**src/temp_readout_pkg.sv**
```systemverilog
// Register map, field positions, reset values and channel codes for the result readout
package temp_readout_pkg;
  localparam int RES_W = 10;
  localparam int REG_W = 8;
  localparam int ADDR_W = 8;
  localparam int AVG_LOG2 = 4;

  localparam logic [ADDR_W-1:0] ADDR_LIMIT_FLAGS_FIRST = 8'h00;
  localparam logic [ADDR_W-1:0] ADDR_LIMIT_FLAGS_SECOND = 8'h01;
  localparam logic [ADDR_W-1:0] ADDR_INT_SUP_LOW_BITS = 8'h03;
  localparam logic [ADDR_W-1:0] ADDR_EXT_LOW_BITS = 8'h04;
  localparam logic [ADDR_W-1:0] ADDR_SUPPLY_HIGH_BITS = 8'h06;
  localparam logic [ADDR_W-1:0] ADDR_INT_HIGH_BITS = 8'h07;
  localparam logic [ADDR_W-1:0] ADDR_EXT_HIGH_BITS = 8'h08;
  localparam logic [ADDR_W-1:0] ADDR_CONFIG_FIRST = 8'h18;
  localparam logic [ADDR_W-1:0] ADDR_CONFIG_SECOND = 8'h19;
  localparam logic [ADDR_W-1:0] ADDR_CONFIG_THIRD = 8'h1A;
  localparam logic [ADDR_W-1:0] ADDR_MASK_FIRST = 8'h1D;
  localparam logic [ADDR_W-1:0] ADDR_MASK_SECOND = 8'h1E;
  localparam logic [ADDR_W-1:0] ADDR_INT_OFFSET = 8'h1F;
  localparam logic [ADDR_W-1:0] ADDR_EXT_OFFSET = 8'h20;
  localparam logic [ADDR_W-1:0] ADDR_UPPER_SUPPLY_BOUND = 8'h23;
  localparam logic [ADDR_W-1:0] ADDR_LOWER_SUPPLY_BOUND = 8'h24;
  localparam logic [ADDR_W-1:0] ADDR_INT_UPPER_TEMP_BOUND = 8'h25;
  localparam logic [ADDR_W-1:0] ADDR_INT_LOWER_TEMP_BOUND = 8'h26;
  localparam logic [ADDR_W-1:0] ADDR_EXT_UPPER_TEMP_BOUND = 8'h27;
  localparam logic [ADDR_W-1:0] ADDR_EXT_LOWER_TEMP_BOUND = 8'h28;

  localparam logic [REG_W-1:0] RST_UPPER_SUPPLY_BOUND = 8'hC7;
  localparam logic [REG_W-1:0] RST_LOWER_SUPPLY_BOUND = 8'h62;
  localparam logic [REG_W-1:0] RST_INT_UPPER_TEMP_BOUND = 8'h64;
  localparam logic [REG_W-1:0] RST_INT_LOWER_TEMP_BOUND = 8'hC9;
  localparam logic [REG_W-1:0] RST_EXT_UPPER_TEMP_BOUND = 8'hFF;
  localparam logic [REG_W-1:0] RST_EXT_LOWER_TEMP_BOUND = 8'h00;

  // Configuration fields
  localparam int CFG1_MONITOR_EN_BIT = 0;
  localparam int CFG1_ALERT_ACTIVE_HIGH_BIT = 6;
  localparam int CFG1_SOFT_RESET_BIT = 7;
  localparam int CFG2_AVG_DISABLE_BIT = 5;

  // First flag register fields
  localparam int FLAG_INT_ABOVE_BIT = 0;
  localparam int FLAG_INT_BELOW_BIT = 1;
  localparam int FLAG_EXT_ABOVE_BIT = 2;
  localparam int FLAG_EXT_BELOW_BIT = 3;
  // Second flag register fields
  localparam int FLAG_SUP_ABOVE_BIT = 0;
  localparam int FLAG_SUP_BELOW_BIT = 1;

  // Low-bit register fields
  localparam int LOW_INT_POS = 0;
  localparam int LOW_SUP_POS = 2;
  localparam int LOW_EXT_POS = 0;

  localparam logic ALERT_IDLE = 1'b1;

  typedef enum logic [1:0] {
    CH_SUPPLY,
    CH_INT,
    CH_EXT,
    CH_NONE
  } channel_t;
endpackage : temp_readout_pkg

```
**src/limit_compare.sv**
```systemverilog
// Window comparison of a 10-bit result's upper eight bits against 8-bit limits
`timescale 1ns/10ps
module limit_compare #(
  parameter bit SIGNED_CMP = 1'b1
) (
  input wire logic [temp_readout_pkg::RES_W-1:0] result,
  input wire logic [temp_readout_pkg::REG_W-1:0] high_limit,
  input wire logic [temp_readout_pkg::REG_W-1:0] low_limit,
  output logic above,
  output logic at_or_below
);
  import temp_readout_pkg::*;

  logic [REG_W-1:0] top;

  always_comb begin
    top = result[RES_W-1:RES_W-REG_W];
    if (SIGNED_CMP) begin
      above = $signed(top) > $signed(high_limit);
      at_or_below = $signed(top) <= $signed(low_limit);
    end else begin
      above = top > high_limit;
      at_or_below = top <= low_limit;
    end
  end
endmodule : limit_compare

```
**src/result_averager.sv**
```systemverilog
// Block average over a power-of-two number of signed results, with bypass
`timescale 1ns/10ps
module result_averager #(
  parameter int LOG2_SAMPLES = temp_readout_pkg::AVG_LOG2
) (
  input wire logic sys_clk,
  input wire logic resetn,
  input wire logic clear,
  input wire logic bypass,
  input wire logic in_valid,
  input wire logic [temp_readout_pkg::RES_W-1:0] in_data,
  output logic out_valid,
  output logic [temp_readout_pkg::RES_W-1:0] out_data
);
  import temp_readout_pkg::*;

  localparam int SUM_W = RES_W + LOG2_SAMPLES;

  typedef struct packed {
    logic [SUM_W-1:0] sum;
    logic [LOG2_SAMPLES-1:0] count;
    logic valid;
    logic [RES_W-1:0] data;
  } avg_state_t;

  avg_state_t s_reg;
  avg_state_t s_next;
  logic [SUM_W-1:0] total;

  always_comb begin
    s_next = s_reg;
    total = s_reg.sum + {{LOG2_SAMPLES{in_data[RES_W-1]}}, in_data};
    s_next.valid = 1'b0;
    if (clear) begin
      s_next.sum = '0;
      s_next.count = '0;
    end else if (in_valid && bypass) begin
      s_next.valid = 1'b1;
      s_next.data = in_data;
      s_next.sum = '0;
      s_next.count = '0;
    end else if (in_valid) begin
      if (&s_reg.count) begin
        s_next.valid = 1'b1;
        s_next.data = total[SUM_W-1:LOG2_SAMPLES];
        s_next.sum = '0;
        s_next.count = '0;
      end else begin
        s_next.sum = total;
        s_next.count = s_reg.count + 1'b1;
      end
    end
  end

  always_ff @(posedge sys_clk) begin
    if (!resetn) begin
      s_reg <= '0;
    end else begin
      s_reg <= s_next;
    end
  end

  assign out_valid = s_reg.valid;
  assign out_data = s_reg.data;
endmodule : result_averager

```
**src/temp_result_limit_readout.sv**
```systemverilog
// Result registers, offset, averaging, limit flags, alert and split-read lock-out
`timescale 1ns/10ps

// Summary of operation
// - Temperature results are 10-bit two's-complement codes.
// - Internal offset register is added to internal reading before storing.
// - External results are averaged over 16 measurements before storing.
// - One code step equals 0.25 degrees; span is 255.75 degrees.
// - Bit 9 is sign; zero is all zeros, minus quarter degree all ones.
// - Flag when result above high limit or at or below low limit.
// - Limits are 8 bits, compared against 10-bit results.
// - Unmasked out-of-limit comparisons set bits in flag registers 0x00, 0x01.
// - Any unmasked flag drives alert active at programmed polarity.
// - Registers are 8 bits each; 10-bit results split low and high.
// - Supply upper eight bits at 0x06, lower two bits at 0x03.
// - Reading a low-bit register first freezes its high-bit registers.
// - First read of 0x03 locks both 0x06 and 0x07.
// - Reading any locked high register unlocks all locked high registers.
// - Reading a high register first does not lock its low register.
// - No read locks another register of the same kind.
// - Config 0x19 bit 5 set disables averaging; enabled after reset.
// - Serial transfer stops and resets converter; restart when it ends.
// - First flag register clears on read if corrected, and on soft reset.
module temp_result_limit_readout (
  input wire logic sys_clk,
  input wire logic resetn,
  input wire logic xfer_active,
  input wire logic reg_rd,
  input wire logic reg_wr,
  input wire logic [temp_readout_pkg::ADDR_W-1:0] reg_addr,
  input wire logic [temp_readout_pkg::REG_W-1:0] reg_wdata,
  output logic [temp_readout_pkg::REG_W-1:0] reg_rdata,
  input wire logic conv_valid,
  input wire temp_readout_pkg::channel_t conv_chan,
  input wire logic [temp_readout_pkg::RES_W-1:0] conv_data,
  output logic adc_hold,
  output logic adc_restart,
  output logic alert_out
);
  import temp_readout_pkg::*;

  typedef struct packed {
    logic [REG_W-1:0] cfg1;
    logic [REG_W-1:0] cfg2;
    logic [REG_W-1:0] cfg3;
    logic [REG_W-1:0] mask1;
    logic [REG_W-1:0] mask2;
    logic [REG_W-1:0] int_off;
    logic [REG_W-1:0] ext_off;
    logic [REG_W-1:0] upper_supply_bound;
    logic [REG_W-1:0] lower_supply_bound;
    logic [REG_W-1:0] int_upper_temp_bound;
    logic [REG_W-1:0] int_lower_temp_bound;
    logic [REG_W-1:0] ext_upper_temp_bound;
    logic [REG_W-1:0] ext_lower_temp_bound;
    logic [RES_W-1:0] sup_res;
    logic [RES_W-1:0] int_res;
    logic [RES_W-1:0] ext_res;
    logic [REG_W-1:0] sup_high;
    logic [REG_W-1:0] int_high;
    logic [REG_W-1:0] ext_high;
    logic lock_sup;
    logic lock_int;
    logic lock_ext;
    logic pend_sup;
    logic pend_int;
    logic pend_ext;
    logic [REG_W-1:0] flags1;
    logic [REG_W-1:0] flags2;
    logic [REG_W-1:0] cond1;
    logic [REG_W-1:0] cond2;
    logic [REG_W-1:0] rdata;
    logic hold;
    logic restart;
    logic alert;
  } readout_state_t;

  readout_state_t s_reg;
  readout_state_t s_next;

  logic accept;
  logic avg_valid;
  logic [RES_W-1:0] avg_data;
  logic sup_above;
  logic sup_below;
  logic int_above;
  logic int_below;
  logic ext_above;
  logic ext_below;
  logic [REG_W-1:0] ev1;
  logic [REG_W-1:0] ev2;
  logic [REG_W-1:0] clr1;
  logic [REG_W-1:0] clr2;
  logic active;

  // Offset is a signed count of quarter degrees; the sum wraps in 10 bits
  function automatic logic [RES_W-1:0] add_offset(input logic [RES_W-1:0] raw, input logic [REG_W-1:0] off);
    add_offset = raw + {{(RES_W-REG_W){off[REG_W-1]}}, off};
  endfunction : add_offset

  // Flag bits that survive the channel masks
  function automatic logic [REG_W-1:0] keep_unmasked(input logic [REG_W-1:0] bits, input logic [REG_W-1:0] mask);
    keep_unmasked = bits & ~mask;
  endfunction : keep_unmasked

  // Upper eight bits of a result, as held in the high-bit views
  function automatic logic [REG_W-1:0] high_bits(input logic [RES_W-1:0] res);
    high_bits = res[RES_W-1:RES_W-REG_W];
  endfunction : high_bits

  // Results arriving during a transfer are dropped while the converter is reset
  assign accept = conv_valid && !xfer_active && s_reg.cfg1[CFG1_MONITOR_EN_BIT];

  result_averager #(
    .LOG2_SAMPLES(AVG_LOG2)
  ) u_ext_avg (
    .sys_clk(sys_clk),
    .resetn(resetn),
    .clear(xfer_active || !s_reg.cfg1[CFG1_MONITOR_EN_BIT]),
    .bypass(s_reg.cfg2[CFG2_AVG_DISABLE_BIT]),
    .in_valid(accept && (conv_chan == CH_EXT)),
    .in_data(conv_data),
    .out_valid(avg_valid),
    .out_data(avg_data)
  );

  limit_compare #(
    .SIGNED_CMP(1'b0)
  ) u_sup_cmp (
    .result(s_reg.sup_res),
    .high_limit(s_reg.upper_supply_bound),
    .low_limit(s_reg.lower_supply_bound),
    .above(sup_above),
    .at_or_below(sup_below)
  );

  limit_compare #(
    .SIGNED_CMP(1'b1)
  ) u_int_cmp (
    .result(s_reg.int_res),
    .high_limit(s_reg.int_upper_temp_bound),
    .low_limit(s_reg.int_lower_temp_bound),
    .above(int_above),
    .at_or_below(int_below)
  );

  limit_compare #(
    .SIGNED_CMP(1'b1)
  ) u_ext_cmp (
    .result(s_reg.ext_res),
    .high_limit(s_reg.ext_upper_temp_bound),
    .low_limit(s_reg.ext_lower_temp_bound),
    .above(ext_above),
    .at_or_below(ext_below)
  );

  always_comb begin
    s_next = s_reg;
    ev1 = '0;
    ev2 = '0;
    clr1 = '0;
    clr2 = '0;
    active = 1'b0;

    // Converter is held in reset during a transfer and restarted as it ends
    s_next.hold = xfer_active;
    s_next.restart = s_reg.hold && !xfer_active;

    // New results; each triggers one comparison on the following cycle
    s_next.pend_sup = 1'b0;
    s_next.pend_int = 1'b0;
    s_next.pend_ext = 1'b0;
    if (accept && (conv_chan == CH_SUPPLY)) begin
      s_next.sup_res = conv_data;
      s_next.pend_sup = 1'b1;
    end
    if (accept && (conv_chan == CH_INT)) begin
      s_next.int_res = add_offset(conv_data, s_reg.int_off);
      s_next.pend_int = 1'b1;
    end
    if (avg_valid) begin
      s_next.ext_res = add_offset(avg_data, s_reg.ext_off);
      s_next.pend_ext = 1'b1;
    end

    // Comparison results; condition bits track the latest comparison
    if (s_reg.pend_int) begin
      ev1[FLAG_INT_ABOVE_BIT] = int_above;
      ev1[FLAG_INT_BELOW_BIT] = int_below;
      s_next.cond1[FLAG_INT_ABOVE_BIT] = int_above;
      s_next.cond1[FLAG_INT_BELOW_BIT] = int_below;
    end
    if (s_reg.pend_ext) begin
      ev1[FLAG_EXT_ABOVE_BIT] = ext_above;
      ev1[FLAG_EXT_BELOW_BIT] = ext_below;
      s_next.cond1[FLAG_EXT_ABOVE_BIT] = ext_above;
      s_next.cond1[FLAG_EXT_BELOW_BIT] = ext_below;
    end
    if (s_reg.pend_sup) begin
      ev2[FLAG_SUP_ABOVE_BIT] = sup_above;
      ev2[FLAG_SUP_BELOW_BIT] = sup_below;
      s_next.cond2[FLAG_SUP_ABOVE_BIT] = sup_above;
      s_next.cond2[FLAG_SUP_BELOW_BIT] = sup_below;
    end
    ev1 = keep_unmasked(ev1, s_reg.mask1);
    ev2 = keep_unmasked(ev2, s_reg.mask2);

    // Register reads
    if (reg_rd) begin
      case (reg_addr)
        ADDR_LIMIT_FLAGS_FIRST: begin
          s_next.rdata = s_reg.flags1;
          clr1 = ~s_reg.cond1;
        end
        ADDR_LIMIT_FLAGS_SECOND: begin
          s_next.rdata = s_reg.flags2;
          clr2 = ~s_reg.cond2;
        end
        ADDR_INT_SUP_LOW_BITS: begin
          s_next.rdata = '0;
          s_next.rdata[LOW_INT_POS +: 2] = s_reg.int_res[1:0];
          s_next.rdata[LOW_SUP_POS +: 2] = s_reg.sup_res[1:0];
          // A low read freezes its group only while the group is free
          if (!s_reg.lock_sup && !s_reg.lock_int) begin
            s_next.lock_sup = 1'b1;
            s_next.lock_int = 1'b1;
          end
        end
        ADDR_EXT_LOW_BITS: begin
          s_next.rdata = '0;
          s_next.rdata[LOW_EXT_POS +: 2] = s_reg.ext_res[1:0];
          if (!s_reg.lock_ext) begin
            s_next.lock_ext = 1'b1;
          end
        end
        // A locked high view returns its frozen value and releases every lock
        ADDR_SUPPLY_HIGH_BITS: begin
          s_next.rdata = s_reg.sup_high;
          if (s_reg.lock_sup) begin
            s_next.lock_sup = 1'b0;
            s_next.lock_int = 1'b0;
            s_next.lock_ext = 1'b0;
          end
        end
        ADDR_INT_HIGH_BITS: begin
          s_next.rdata = s_reg.int_high;
          if (s_reg.lock_int) begin
            s_next.lock_sup = 1'b0;
            s_next.lock_int = 1'b0;
            s_next.lock_ext = 1'b0;
          end
        end
        ADDR_EXT_HIGH_BITS: begin
          s_next.rdata = s_reg.ext_high;
          if (s_reg.lock_ext) begin
            s_next.lock_sup = 1'b0;
            s_next.lock_int = 1'b0;
            s_next.lock_ext = 1'b0;
          end
        end
        ADDR_CONFIG_FIRST: s_next.rdata = s_reg.cfg1;
        ADDR_CONFIG_SECOND: s_next.rdata = s_reg.cfg2;
        ADDR_CONFIG_THIRD: s_next.rdata = s_reg.cfg3;
        ADDR_MASK_FIRST: s_next.rdata = s_reg.mask1;
        ADDR_MASK_SECOND: s_next.rdata = s_reg.mask2;
        ADDR_INT_OFFSET: s_next.rdata = s_reg.int_off;
        ADDR_EXT_OFFSET: s_next.rdata = s_reg.ext_off;
        ADDR_UPPER_SUPPLY_BOUND: s_next.rdata = s_reg.upper_supply_bound;
        ADDR_LOWER_SUPPLY_BOUND: s_next.rdata = s_reg.lower_supply_bound;
        ADDR_INT_UPPER_TEMP_BOUND: s_next.rdata = s_reg.int_upper_temp_bound;
        ADDR_INT_LOWER_TEMP_BOUND: s_next.rdata = s_reg.int_lower_temp_bound;
        ADDR_EXT_UPPER_TEMP_BOUND: s_next.rdata = s_reg.ext_upper_temp_bound;
        ADDR_EXT_LOWER_TEMP_BOUND: s_next.rdata = s_reg.ext_lower_temp_bound;
        default: s_next.rdata = '0;
      endcase
    end

    // Register writes; result and flag registers ignore writes
    if (reg_wr) begin
      case (reg_addr)
        // Soft reset bit is self-clearing and reads back as zero
        ADDR_CONFIG_FIRST: begin
          s_next.cfg1 = reg_wdata;
          s_next.cfg1[CFG1_SOFT_RESET_BIT] = 1'b0;
          if (reg_wdata[CFG1_SOFT_RESET_BIT]) begin
            clr1 = '1;
            clr2 = '1;
          end
        end
        ADDR_CONFIG_SECOND: s_next.cfg2 = reg_wdata;
        ADDR_CONFIG_THIRD: s_next.cfg3 = reg_wdata;
        ADDR_MASK_FIRST: s_next.mask1 = reg_wdata;
        ADDR_MASK_SECOND: s_next.mask2 = reg_wdata;
        ADDR_INT_OFFSET: s_next.int_off = reg_wdata;
        ADDR_EXT_OFFSET: s_next.ext_off = reg_wdata;
        ADDR_UPPER_SUPPLY_BOUND: s_next.upper_supply_bound = reg_wdata;
        ADDR_LOWER_SUPPLY_BOUND: s_next.lower_supply_bound = reg_wdata;
        ADDR_INT_UPPER_TEMP_BOUND: s_next.int_upper_temp_bound = reg_wdata;
        ADDR_INT_LOWER_TEMP_BOUND: s_next.int_lower_temp_bound = reg_wdata;
        ADDR_EXT_UPPER_TEMP_BOUND: s_next.ext_upper_temp_bound = reg_wdata;
        ADDR_EXT_LOWER_TEMP_BOUND: s_next.ext_lower_temp_bound = reg_wdata;
        default: begin
        end
      endcase
    end

    // A new event wins over a clear in the same cycle
    s_next.flags1 = (s_reg.flags1 & ~clr1) | ev1;
    s_next.flags2 = (s_reg.flags2 & ~clr2) | ev2;

    // High-bit views follow the results unless frozen
    s_next.sup_high = s_next.lock_sup ? s_reg.sup_high : high_bits(s_next.sup_res);
    s_next.int_high = s_next.lock_int ? s_reg.int_high : high_bits(s_next.int_res);
    s_next.ext_high = s_next.lock_ext ? s_reg.ext_high : high_bits(s_next.ext_res);

    active = |keep_unmasked(s_next.flags1, s_next.mask1) || |keep_unmasked(s_next.flags2, s_next.mask2);
    s_next.alert = s_next.cfg1[CFG1_ALERT_ACTIVE_HIGH_BIT] ? active : !active;
  end

  always_ff @(posedge sys_clk) begin
    if (!resetn) begin
      // Limits start at their power-up values and the alert idles inactive
      s_reg <= '0;
      s_reg.upper_supply_bound <= RST_UPPER_SUPPLY_BOUND;
      s_reg.lower_supply_bound <= RST_LOWER_SUPPLY_BOUND;
      s_reg.int_upper_temp_bound <= RST_INT_UPPER_TEMP_BOUND;
      s_reg.int_lower_temp_bound <= RST_INT_LOWER_TEMP_BOUND;
      s_reg.ext_upper_temp_bound <= RST_EXT_UPPER_TEMP_BOUND;
      s_reg.ext_lower_temp_bound <= RST_EXT_LOWER_TEMP_BOUND;
      s_reg.alert <= ALERT_IDLE;
    end else begin
      s_reg <= s_next;
    end
  end

  assign reg_rdata = s_reg.rdata;
  assign adc_hold = s_reg.hold;
  assign adc_restart = s_reg.restart;
  assign alert_out = s_reg.alert;
endmodule : temp_result_limit_readout

```
**config.mk**
```make
export PLATFORM = sky130hd
export DESIGN_NAME = temp_result_limit_readout
export DESIGN_NICKNAME = d
export VERILOG_FILES = /design/src/temp_readout_pkg.sv /design/src/limit_compare.sv /design/src/result_averager.sv /design/src/temp_result_limit_readout.sv
export SDC_FILE = /design/constraint.sdc
export NUM_CORES = 1
export LEC_CHECK = 0
export ABC_AREA = 1
export BUFFER_PORTS_ARGS = -buffer_cell sky130_fd_sc_hd__buf_2
export CORE_UTILIZATION = 40
export DETAILED_ROUTE_END_ITERATION = 8
export GPL_ROUTABILITY_DRIVEN = 0
export PLACE_DENSITY = 0.64
export SYNTH_ARGS = -nofsm -noshare
export SYNTH_HDL_FRONTEND = slang
export SYNTH_SLANG_ARGS = --single-unit
```
**constraint.sdc**
```tcl
create_clock -name sys_clk -period 5.1 [get_ports sys_clk]
set_input_delay 0.255 -clock sys_clk [delete_from_list [all_inputs] [get_ports sys_clk]]
set_output_delay 0.255 -clock sys_clk [all_outputs]
set_load 0.01 [all_outputs]
```
-- Yosys cells after proc, flatten, opt, wreduce, memory -nomap -nowiden
Cells that the tools add are included.
- bits in registers: 225
- input port bits: 34
- output and inout bits: 11
- word-level logic and storage cells: 173
- $add $sub $neg: 4
- $lt $le $gt $ge: 6
- eq/ne operators: 21
- mux-type cells: 46
- bitwise operators: 18
- reduce and logical (&&, ||, !) cells: 36
- operators by type and width (operator ; number):
    $mux W8 ; 22
    $pmux W8 S20 ; 1
    $mux W103 ; 1
    $eq A8 B6 Y1 const B ; 7
    $eq A8 B5 Y1 const B ; 6
    $not A8 Y8 ; 6
    $mux W11 ; 3
    $and A8 B8 Y8 ; 4
    $mux W10 ; 3
    $eq A8 B3 Y1 const B ; 3
    $gt A8 B8 Y1 ; 3
    $le A8 B8 Y1 ; 3
    $reduce_and A2 Y1 ; 11
    $add A10 B10 Y10 ; 2
    $mux W18 ; 1
    $or A8 B8 Y8 ; 2
    $reduce_or A8 Y1 ; 2
    $add A14 B14 Y14 ; 1
    $mux W2 ; 5
    $mux W3 ; 3
    $and A2 B8 Y8 ; 1
    $and A4 B8 Y8 ; 1
    $eq A8 B1 Y1 const B ; 1
    $eq A8 B2 Y1 const B ; 1
    21 further kinds ; 38

-- Depth between registers and ports, before layout
Gate-level depths: netlist of run 1.
- depth in word-level cells: 14
- depth in mapped cells: 18
- depth with buffers taken out: 18

-- Modules after synthesis
Synthesis of run 1 repeated with hierarchy kept, for this count alone.
- cells, all modules: 1828
- area, all modules: 12658.4 µm²
- modules (own cells, without submodules) (module ; times used ; cells each ; area each (µm²) ; sequential area each (µm²)):
    temp_result_limit_readout ; 1 ; 1312 ; 9318.9 ; 3923.8
    result_averager ; 1 ; 296 ; 2014.4 ; 580.6
    limit_compare at u_ext_cmp ... ; 2 ; 76 ; 451.7 ; 0.0
    limit_compare at u_sup_cmp ; 1 ; 68 ; 421.7 ; 0.0

-- Worst setup path before layout of run 1
OpenSTA, ideal clock, no wires.
- kind: reg-to-reg
- from: reg u_ext_avg.s_reg[15] in the netlist's numbering
- to: reg u_ext_avg.s_reg (netlist bit u_ext_avg.out_data[6])
- library setup time: 0.132 ns
- data arrival time: 1.966 ns
- required time: 4.968 ns
- path slack: 3.002 ns
- cell stages (with the launch flop): 13
- buffers on the path: 0
- period minus slack after synthesis: 2.098 ns
- cells stage by stage: dfxtp_1 -> ha_1 -> inv_1 -> fa_1 -> inv_1 -> nand3_1 -> nand2_1 -> a21boi_0 -> o21ai_0 -> a21oi_1 -> or2_2 -> nand3_1 -> a21oi_1
- cells in the longest elaborated chain, start to end: 4
- ends and longest elaborated chain (element ; RTL line ; RTL):
    start: declaration ; result_averager.sv:26 ; avg_state_t s_reg;
    start signal: assignment ; result_averager.sv:59 ; s_reg <= s_next;
    $add A14 B14 Y14 ; result_averager.sv:32 ; total = s_reg.sum + {{LOG2_SAMPLES{in_data[RES_W-1]}}, in_data};
    $mux W11 ; result_averager.sv:43 ; if (&s_reg.count) begin
    $mux W11 ; result_averager.sv:42 ; end else if (in_valid) begin
    $mux W11 ; result_averager.sv:37 ; end else if (in_valid && bypass) begin
No other way between the ends. The select of a mux whose other input is x is not followed.
A chain may end at the register's enable or synchronous reset.

-- Final worst setup path of run 1
- from: in xfer_active
- to: reg u_ext_avg.s_reg[11] in the netlist's numbering
- cells in the longest elaborated chain, start to end: 6
- elaborated cells between the ends (all ways): 7
- those cells by class: reduce/logical: 7
- ends and longest elaborated chain (element ; RTL line ; RTL):
    start: declaration ; temp_result_limit_readout.sv:27 ; input wire logic xfer_active,
    $logic_not A1 Y1 ; temp_result_limit_readout.sv:112 ; assign accept = conv_valid && !xfer_active && s_reg.cfg1[CFG1_MONITOR_EN_BIT];
    $logic_and A1 B1 Y1 (2 in a row) ; temp_result_limit_readout.sv:112 ;
    $logic_and A1 B1 Y1 ; temp_result_limit_readout.sv:121 ; .in_valid(accept && (conv_chan == CH_EXT)),
    $logic_and A1 B1 Y1 ; result_averager.sv:37 ;
    $reduce_or A3 Y1 (no source line) ; n/a ;
Parallel ways exist; a longest one is shown, timed or not.

==> impl_metrics.yaml, run 1 <==
run_status:
  status: "completed"
routing:
  route.detailed.drc: 0
  routed_via_density: 5.41
  wl_per_cell_um: 18.3
  dr.first_iter.drc_count: 1194
  routed_wl_um: 40200
  dr_total_vias: 11879
  drt_first_pass_iters: 7
  ant_nets: 0
place:
  io_buffer_count: 44
  dp_hpwl_um: 30300
  dp_cells: 2149
die:
  dieArea_mm2: 0.0318
  ios: 45
  coreArea_mm2: 0.0306
  rows: 64
  die_h_um: 178
  die_x_um: 178
  start_util_pct: 40.6
cts:
  htreeDepth: 1
  path_clk_slew_ns: 0.05
  root_buffer: "clkbuf_16"
  cts_resized: 0
  cts_made_buffers: 25
  cts_hold_buf: 1
  clockBufferDepth: 3
  clock-sinks: 225
  cts_tree: "yes"
  post-cts-setup-buffers: 0
  clock_latency_ns: 0.54
power:
  p_switching_w: 0.000867
  share_seq_of_total_power_pct: 46.1
  clockPowerShare_pct: 49.5
  switching_share_pct: 22.7
  p_per_area_mw_per_mm2: 279
  p_int_w: 0.00296
  p_leak_nw: 6.35
  ir_drop_v: 0.000309
  combPwrFrac_pct: 4.4
synthesis:
  synth-seq-cells: 225
  yosysSeqAreaShare_pct: 36.3
  async_flop_share_pct: 0
  ys_warn_count: 0
  ys_top_cells_by_area: "dfxtp_1 36%, nand2_1 10%, ha_1 8.1%"
  avgSynthCellArea_um2: 7.03
  synth-edff-count: 0
  synth_cell_types: 51
  synth_top_cell_by_area: "dfxtp_1"
  synthTopCellsByCount: "340 x nand2_1, 262 x inv_1, 225 x dfxtp_1"
  synthFlopType: "dfxtp_1"
  yosysMostFrequentCell: "nand2_1"
  syn_inst: 1766
  yosys.area.top_type_share_pct: 36.3
  netlist_area_mm2: 0.0124
  mappedNetlistNets: 1883
critical_path:
  end_kind: "flip-flop"
  critPathMaxFanout: 17
  cp_common_cell: "nor2_1"
  cp-start-kind: "input port"
  path_cells: "dlygate4sd3_1 > buf_2 > or2_1 > nor2_2 > nand3_2 > nor2_1 > nor2_1 > inv_1 > nor2_1 > o21ai_0 > inv_1"
  cp_data_required_time_ns: 5.51
  path_delay_family: "simple AND/OR/NAND/NOR gates"
  crit_buf_inv: 4
  arrival_ns: 3.11
  cpPeakStageDelay_ns: 0.60
  path_class: "in2reg"
  slowest_stage: "nor2_1"
sta:
  tns_ns: 0
  fin_crit_ns: 2.71
  worst_hold_slack_ns: 0.0561
  grt_setup_unrepaired: "no"
  worstMarginPinSlew_ns: 0.979
  fmax_mhz: 369
  finalSetupViolations: 0
  maxSlewHeadroom_pct: 34.5
  min_period_over_period_pct: 53.1
  hold_viol_final: 0
  fin_worst_skew_ns: 0.0290
  maxSlewViolCount: 0
finish:
  utilization_pct: 44.8
  drive_gt1_share_pct: 7.57
  largest_register_ffs: 185
  n_fill_cell: 3122
  area_delta_synth_final_pct: 10.4
  layoutNonFillerInstCount: 2195
  nNetsFinal: 1898
global_route:
  antenna_found_initial: 0
  track_usage_pct: 25.4
  overflow: 0
  grt_max_degree: 74
  grt_pass1_vias: 10889
  grt_pass1_wl_um: 61200
flow_run:
  maxCapViolCount: 0
hold_path:
  hold_path.class: "in2reg"
[kinds of logic (layout without fill, tap and decap cells)]
| logic type | count (synthesis) | after routing | share of synthesized area, % |
|---|---|---|---|
| AND/OR/NAND/NOR | 677 | 677 | 23.8 |
| AO/OA/AOI/OAI | 425 | 425 | 19.1 |
| buffers and inverters | 334 | 365 | 10.7 |
| flip-flops | 225 | 225 | 36.3 |
| adder cells (fa/ha/maj) | 83 | 83 | 8.54 |
| XOR/XNOR | 22 | 22 | 1.55 |
| other | 0 | 2 | 0 |
[metal layers]
| layer | global-route usage (%) | wire (µm) | vias up | part of all wire, % |
|---|---|---|---|---|
| li1 | - | - | 5859 | - |
| met1 | 34.3 | 17300 | 5424 | 43 |
| met2 | 39.3 | 17500 | 497 | 44 |
| met3 | 5.12 | 3710 | 99 | 9.2 |
| met4 | 10.1 | 1630 | 0 | 4.1 |
| met5 | 0 | 0 | - | 0 |
[metrics by stage]
| stage | power [W] | setup slack (ns) | instance area (µm²) |
|---|---|---|---|
| 6_report | 0.00382 | 2.39 | 13700 |
| 5_1_grt | 0.00393 | 2.19 | 13700 |
| 3_5_place_dp | 0.00196 | 2.36 | 12900 |
| 4_1_cts | 0.00384 | 2.42 | 13700 |
| 2_1_floorplan | 0.00189 | 3.00 | 12400 |
| 3_3_place_gp | 0.00196 | 2.43 | 12900 |
[final timing paths]
| path | start | endpoint | slack (ns) | cells after the start |
|---|---|---|---|---|
| worst min register to register | adc_hold | adc_restart | 0.43 | 2 |
| worst min-delay path | conv_data[0] | s_reg[93] | 0.06 | 3 |
| worst max register to register | s_reg[199] | u_ext_avg.s_reg[11] | 2.45 | 10 |
| worst max-delay path | xfer_active | u_ext_avg.s_reg[11] | 2.39 | 11 |
[worst register-to-register path: stages, from the launching register on]
cell	delay (ns)
dfxtp_1	0.32
inv_1	0.06
or2_1	0.25
nor2_2	0.14
nand3_2	0.33
nor2_1	0.61
nor2_1	0.19
inv_1	0.41
nor2_1	0.08
o21ai_0	0.09
inv_1	0.06
[placed cells by master, fill, tap and decap left out, types with 14 or more instances in the layout]
| master | Yosys | routed |
|---|---|---|
| nand2_1 | 340 | 340 |
| inv_1 | 262 | 261 |
| dfxtp_1 | 225 | 225 |
| nor2_1 | 169 | 169 |
| a21oi_1 | 167 | 167 |
| o21ai_0 | 138 | 138 |
| nand3_1 | 89 | 89 |
| ha_1 | 80 | 80 |
| buf_2 | 13 | 44 |
| o22ai_1 | 39 | 39 |
| clkbuf_16 | 0 | 25 |
| nand4_1 | 20 | 20 |
| o211ai_1 | 18 | 18 |
| nor3_1 | 16 | 16 |
| xor2_1 | 14 | 14 |
[area by class of cell]
class	count	area, µm²	share of cell area, %
diodes	2	5.00	0.0365
clock buffers	35	703	5.13
clock inverters	8	146	1.07
inverters	275	1030	7.52
multi-input cells	1207	6590	48.0
flip-flops and latches	225	4500	32.8
well taps	396	495	3.61
repair buffers	47	245	1.79
[power by group through the flow]
stage	combinational [W]	sequential (W)	clock, W
4_1_cts	0.000164	0.00176	0.00191
6_report	0.000167	0.00176	0.00189
2_1_floorplan	0.0000934	0.00180	0
3_5_place_dp	0.000163	0.00180	0
3_3_place_gp	0.000162	0.00180	0
5_1_grt	0.000179	0.00176	0.00199
No activity file was read; power rests on OpenSTA's default activity.
==> inputs of run 2 (changes only) <==
clock period = 2.7 ns   (was 5.1 ns; I/O delays follow)
==> impl_metrics.yaml, run 2 (synthesis gave the netlist of run 1 again) <==
sta:
  maxSlewHeadroom_pct: 58.5
  finalSetupViolations: 0
  grt_setup_unrepaired: "no"
  hold_viol_final: 0
  fmax_mhz: 430
  maxSlewViolCount: 0
  worstMarginPinSlew_ns: 0.621
  fin_ws_ns: 0.374
  fin_worst_skew_ns: 0.0391
  fin_crit_ns: 2.33
  min_period_over_period_pct: 86.2
  tns_ns: 0
power:
  clockPowerShare_pct: 50.6
  ir_drop_v: 0.000356
  p_int_w: 0.00572
  switching_share_pct: 22.8
  p_per_area_mw_per_mm2: 530
  share_seq_of_total_power_pct: 44.9
  power_w: 0.00741
  p_switching_w: 0.00169
  combPwrFrac_pct: 4.5
  p_leak_nw: 6.50
global_route:
  track_usage_pct: 26.2
  grt_max_degree: 74
  grt_pass1_wl_um: 63400
  overflow: 0
  grt_pass1_vias: 11173
  antenna_found_initial: 0
die:
  coreArea_mm2: 0.0306
  ios: 45
  rows: 64
  dieArea_mm2: 0.0318
  die_h_um: 178
  die_x_um: 178
  start_util_pct: 40.6
critical_path:
  critPathMaxFanout: 3
  path_class: "reg2reg"
  end_kind: "flip-flop"
  arrival_ns: 2.72
  cp_data_required_time_ns: 3.10
  cp-start-kind: "flip-flop"
routing:
  routed_via_density: 5.44
  routed_wl_um: 41200
  drt_first_pass_iters: 9
  wl_per_cell_um: 18.5
  dr.first_iter.drc_count: 1358
  route.detailed.drc: 0
  ant_nets: 0
  dr_total_vias: 12080
finish:
  area_delta_synth_final_pct: 12.7
  largest_register_ffs: 185
  antenna_cells: 0
  final_common_cell: "nand2_1"
  nNetsFinal: 1926
  drive_gt1_share_pct: 8.61
  utilization_pct: 45.7
  layoutNonFillerInstCount: 2220
  layout_common_cells: "340 x nand2_1, 261 x inv_1, 225 x dfxtp_1, 169 x nor2_1, 167 x a21oi_1"
cts:
  root_buffer: "clkbuf_16"
  clock_latency_ns: 0.55
  htreeDepth: 1
  clock-sinks: 225
  path_clk_slew_ns: 0.06
  clockBufferDepth: 3
  cts_tree: "yes"
  cts_resized: 0
  cts_made_buffers: 25
flow_run:
  maxCapViolCount: 0
place:
  io_buffer_count: 44
  dp_hpwl_um: 31200
  dp_cells: 2168
  pre_cts_ws_ns: 0.391
hold_path:
  hold_path.class: "in2reg"
run_status:
  status: "completed"
run 2: metal layers:
metal | part of all wire (%) | track usage (%) | up-vias
met1 | 43 | 35.9 | 5514
met5 | 0 | 0 | -
met2 | 44 | 41.1 | 568
met3 | 9.3 | 3.75 | 109
li1 | - | - | 5889
met4 | 4.3 | 10.2 | 0
run 2: power by group through the flow:
stage               sequential [W]  clock (W)  combinational, W
floorplan                  0.00340          0          0.000176
global placement           0.00340          0          0.000311
detailed placement         0.00340          0          0.000312
CTS                        0.00333    0.00377          0.000324
global route               0.00333    0.00391          0.000353
finish                     0.00333    0.00375          0.000332
run 2: cell type report:
class / count / area (µm²)
clock inverters: 12 / 220
multi-input cells: 1207 / 6590
flip-flops and latches: 225 / 4500
inverters: 275 / 1030
repair buffers: 75 / 490
fillers: 3144 / 16600
well taps: 396 / 495
clock buffers: 30 / 664
run 2: path summary, 6_finish.rpt:
path / start / end / slack (ns) / depth (start not counted)
setup reg to reg: u_ext_avg.s_reg[15] / u_ext_avg.out_data[6] / 0.37 / 12
hold / removal: conv_data[6] / s_reg[99] / 0.008 / 3
setup / recovery: u_ext_avg.s_reg[15] / u_ext_avg.out_data[6] / 0.37 / 12
hold reg to reg: adc_hold / adc_restart / 0.43 / 2
run 2: critical path, cell delays in order (launching register included):
cell      delay (ns)
dfxtp_1         0.33
ha_1            0.17
inv_1           0.06
fa_1            0.35
inv_1           0.09
nand3_1         0.07
nand2_1         0.12
a21boi_0        0.13
o21ai_0         0.30
a21oi_1         0.12
or2_2           0.30
nand3_1         0.07
a21oi_1         0.07
run 2: per-stage QoR:
stage | hold slack (ns) | instance area [µm²]
6_report | 0.00823 | 14000
5_1_grt | 0.0442 | 14000
4_1_cts | 0.0103 | 14000
3_5_place_dp | 0.365 | 13000
3_3_place_gp | 0.359 | 13000
2_1_floorplan | 0.207 | 12400
run 2: repair_timing:
| action | in CTS | in global routing |
|---|---|---|
| endpoints found under the setup margin | 0 | 0 |
| hold buffers | 10 | 0 |
| endpoints found under the hold margin | 15 | 0 |
| setup buffers | 0 | 0 |
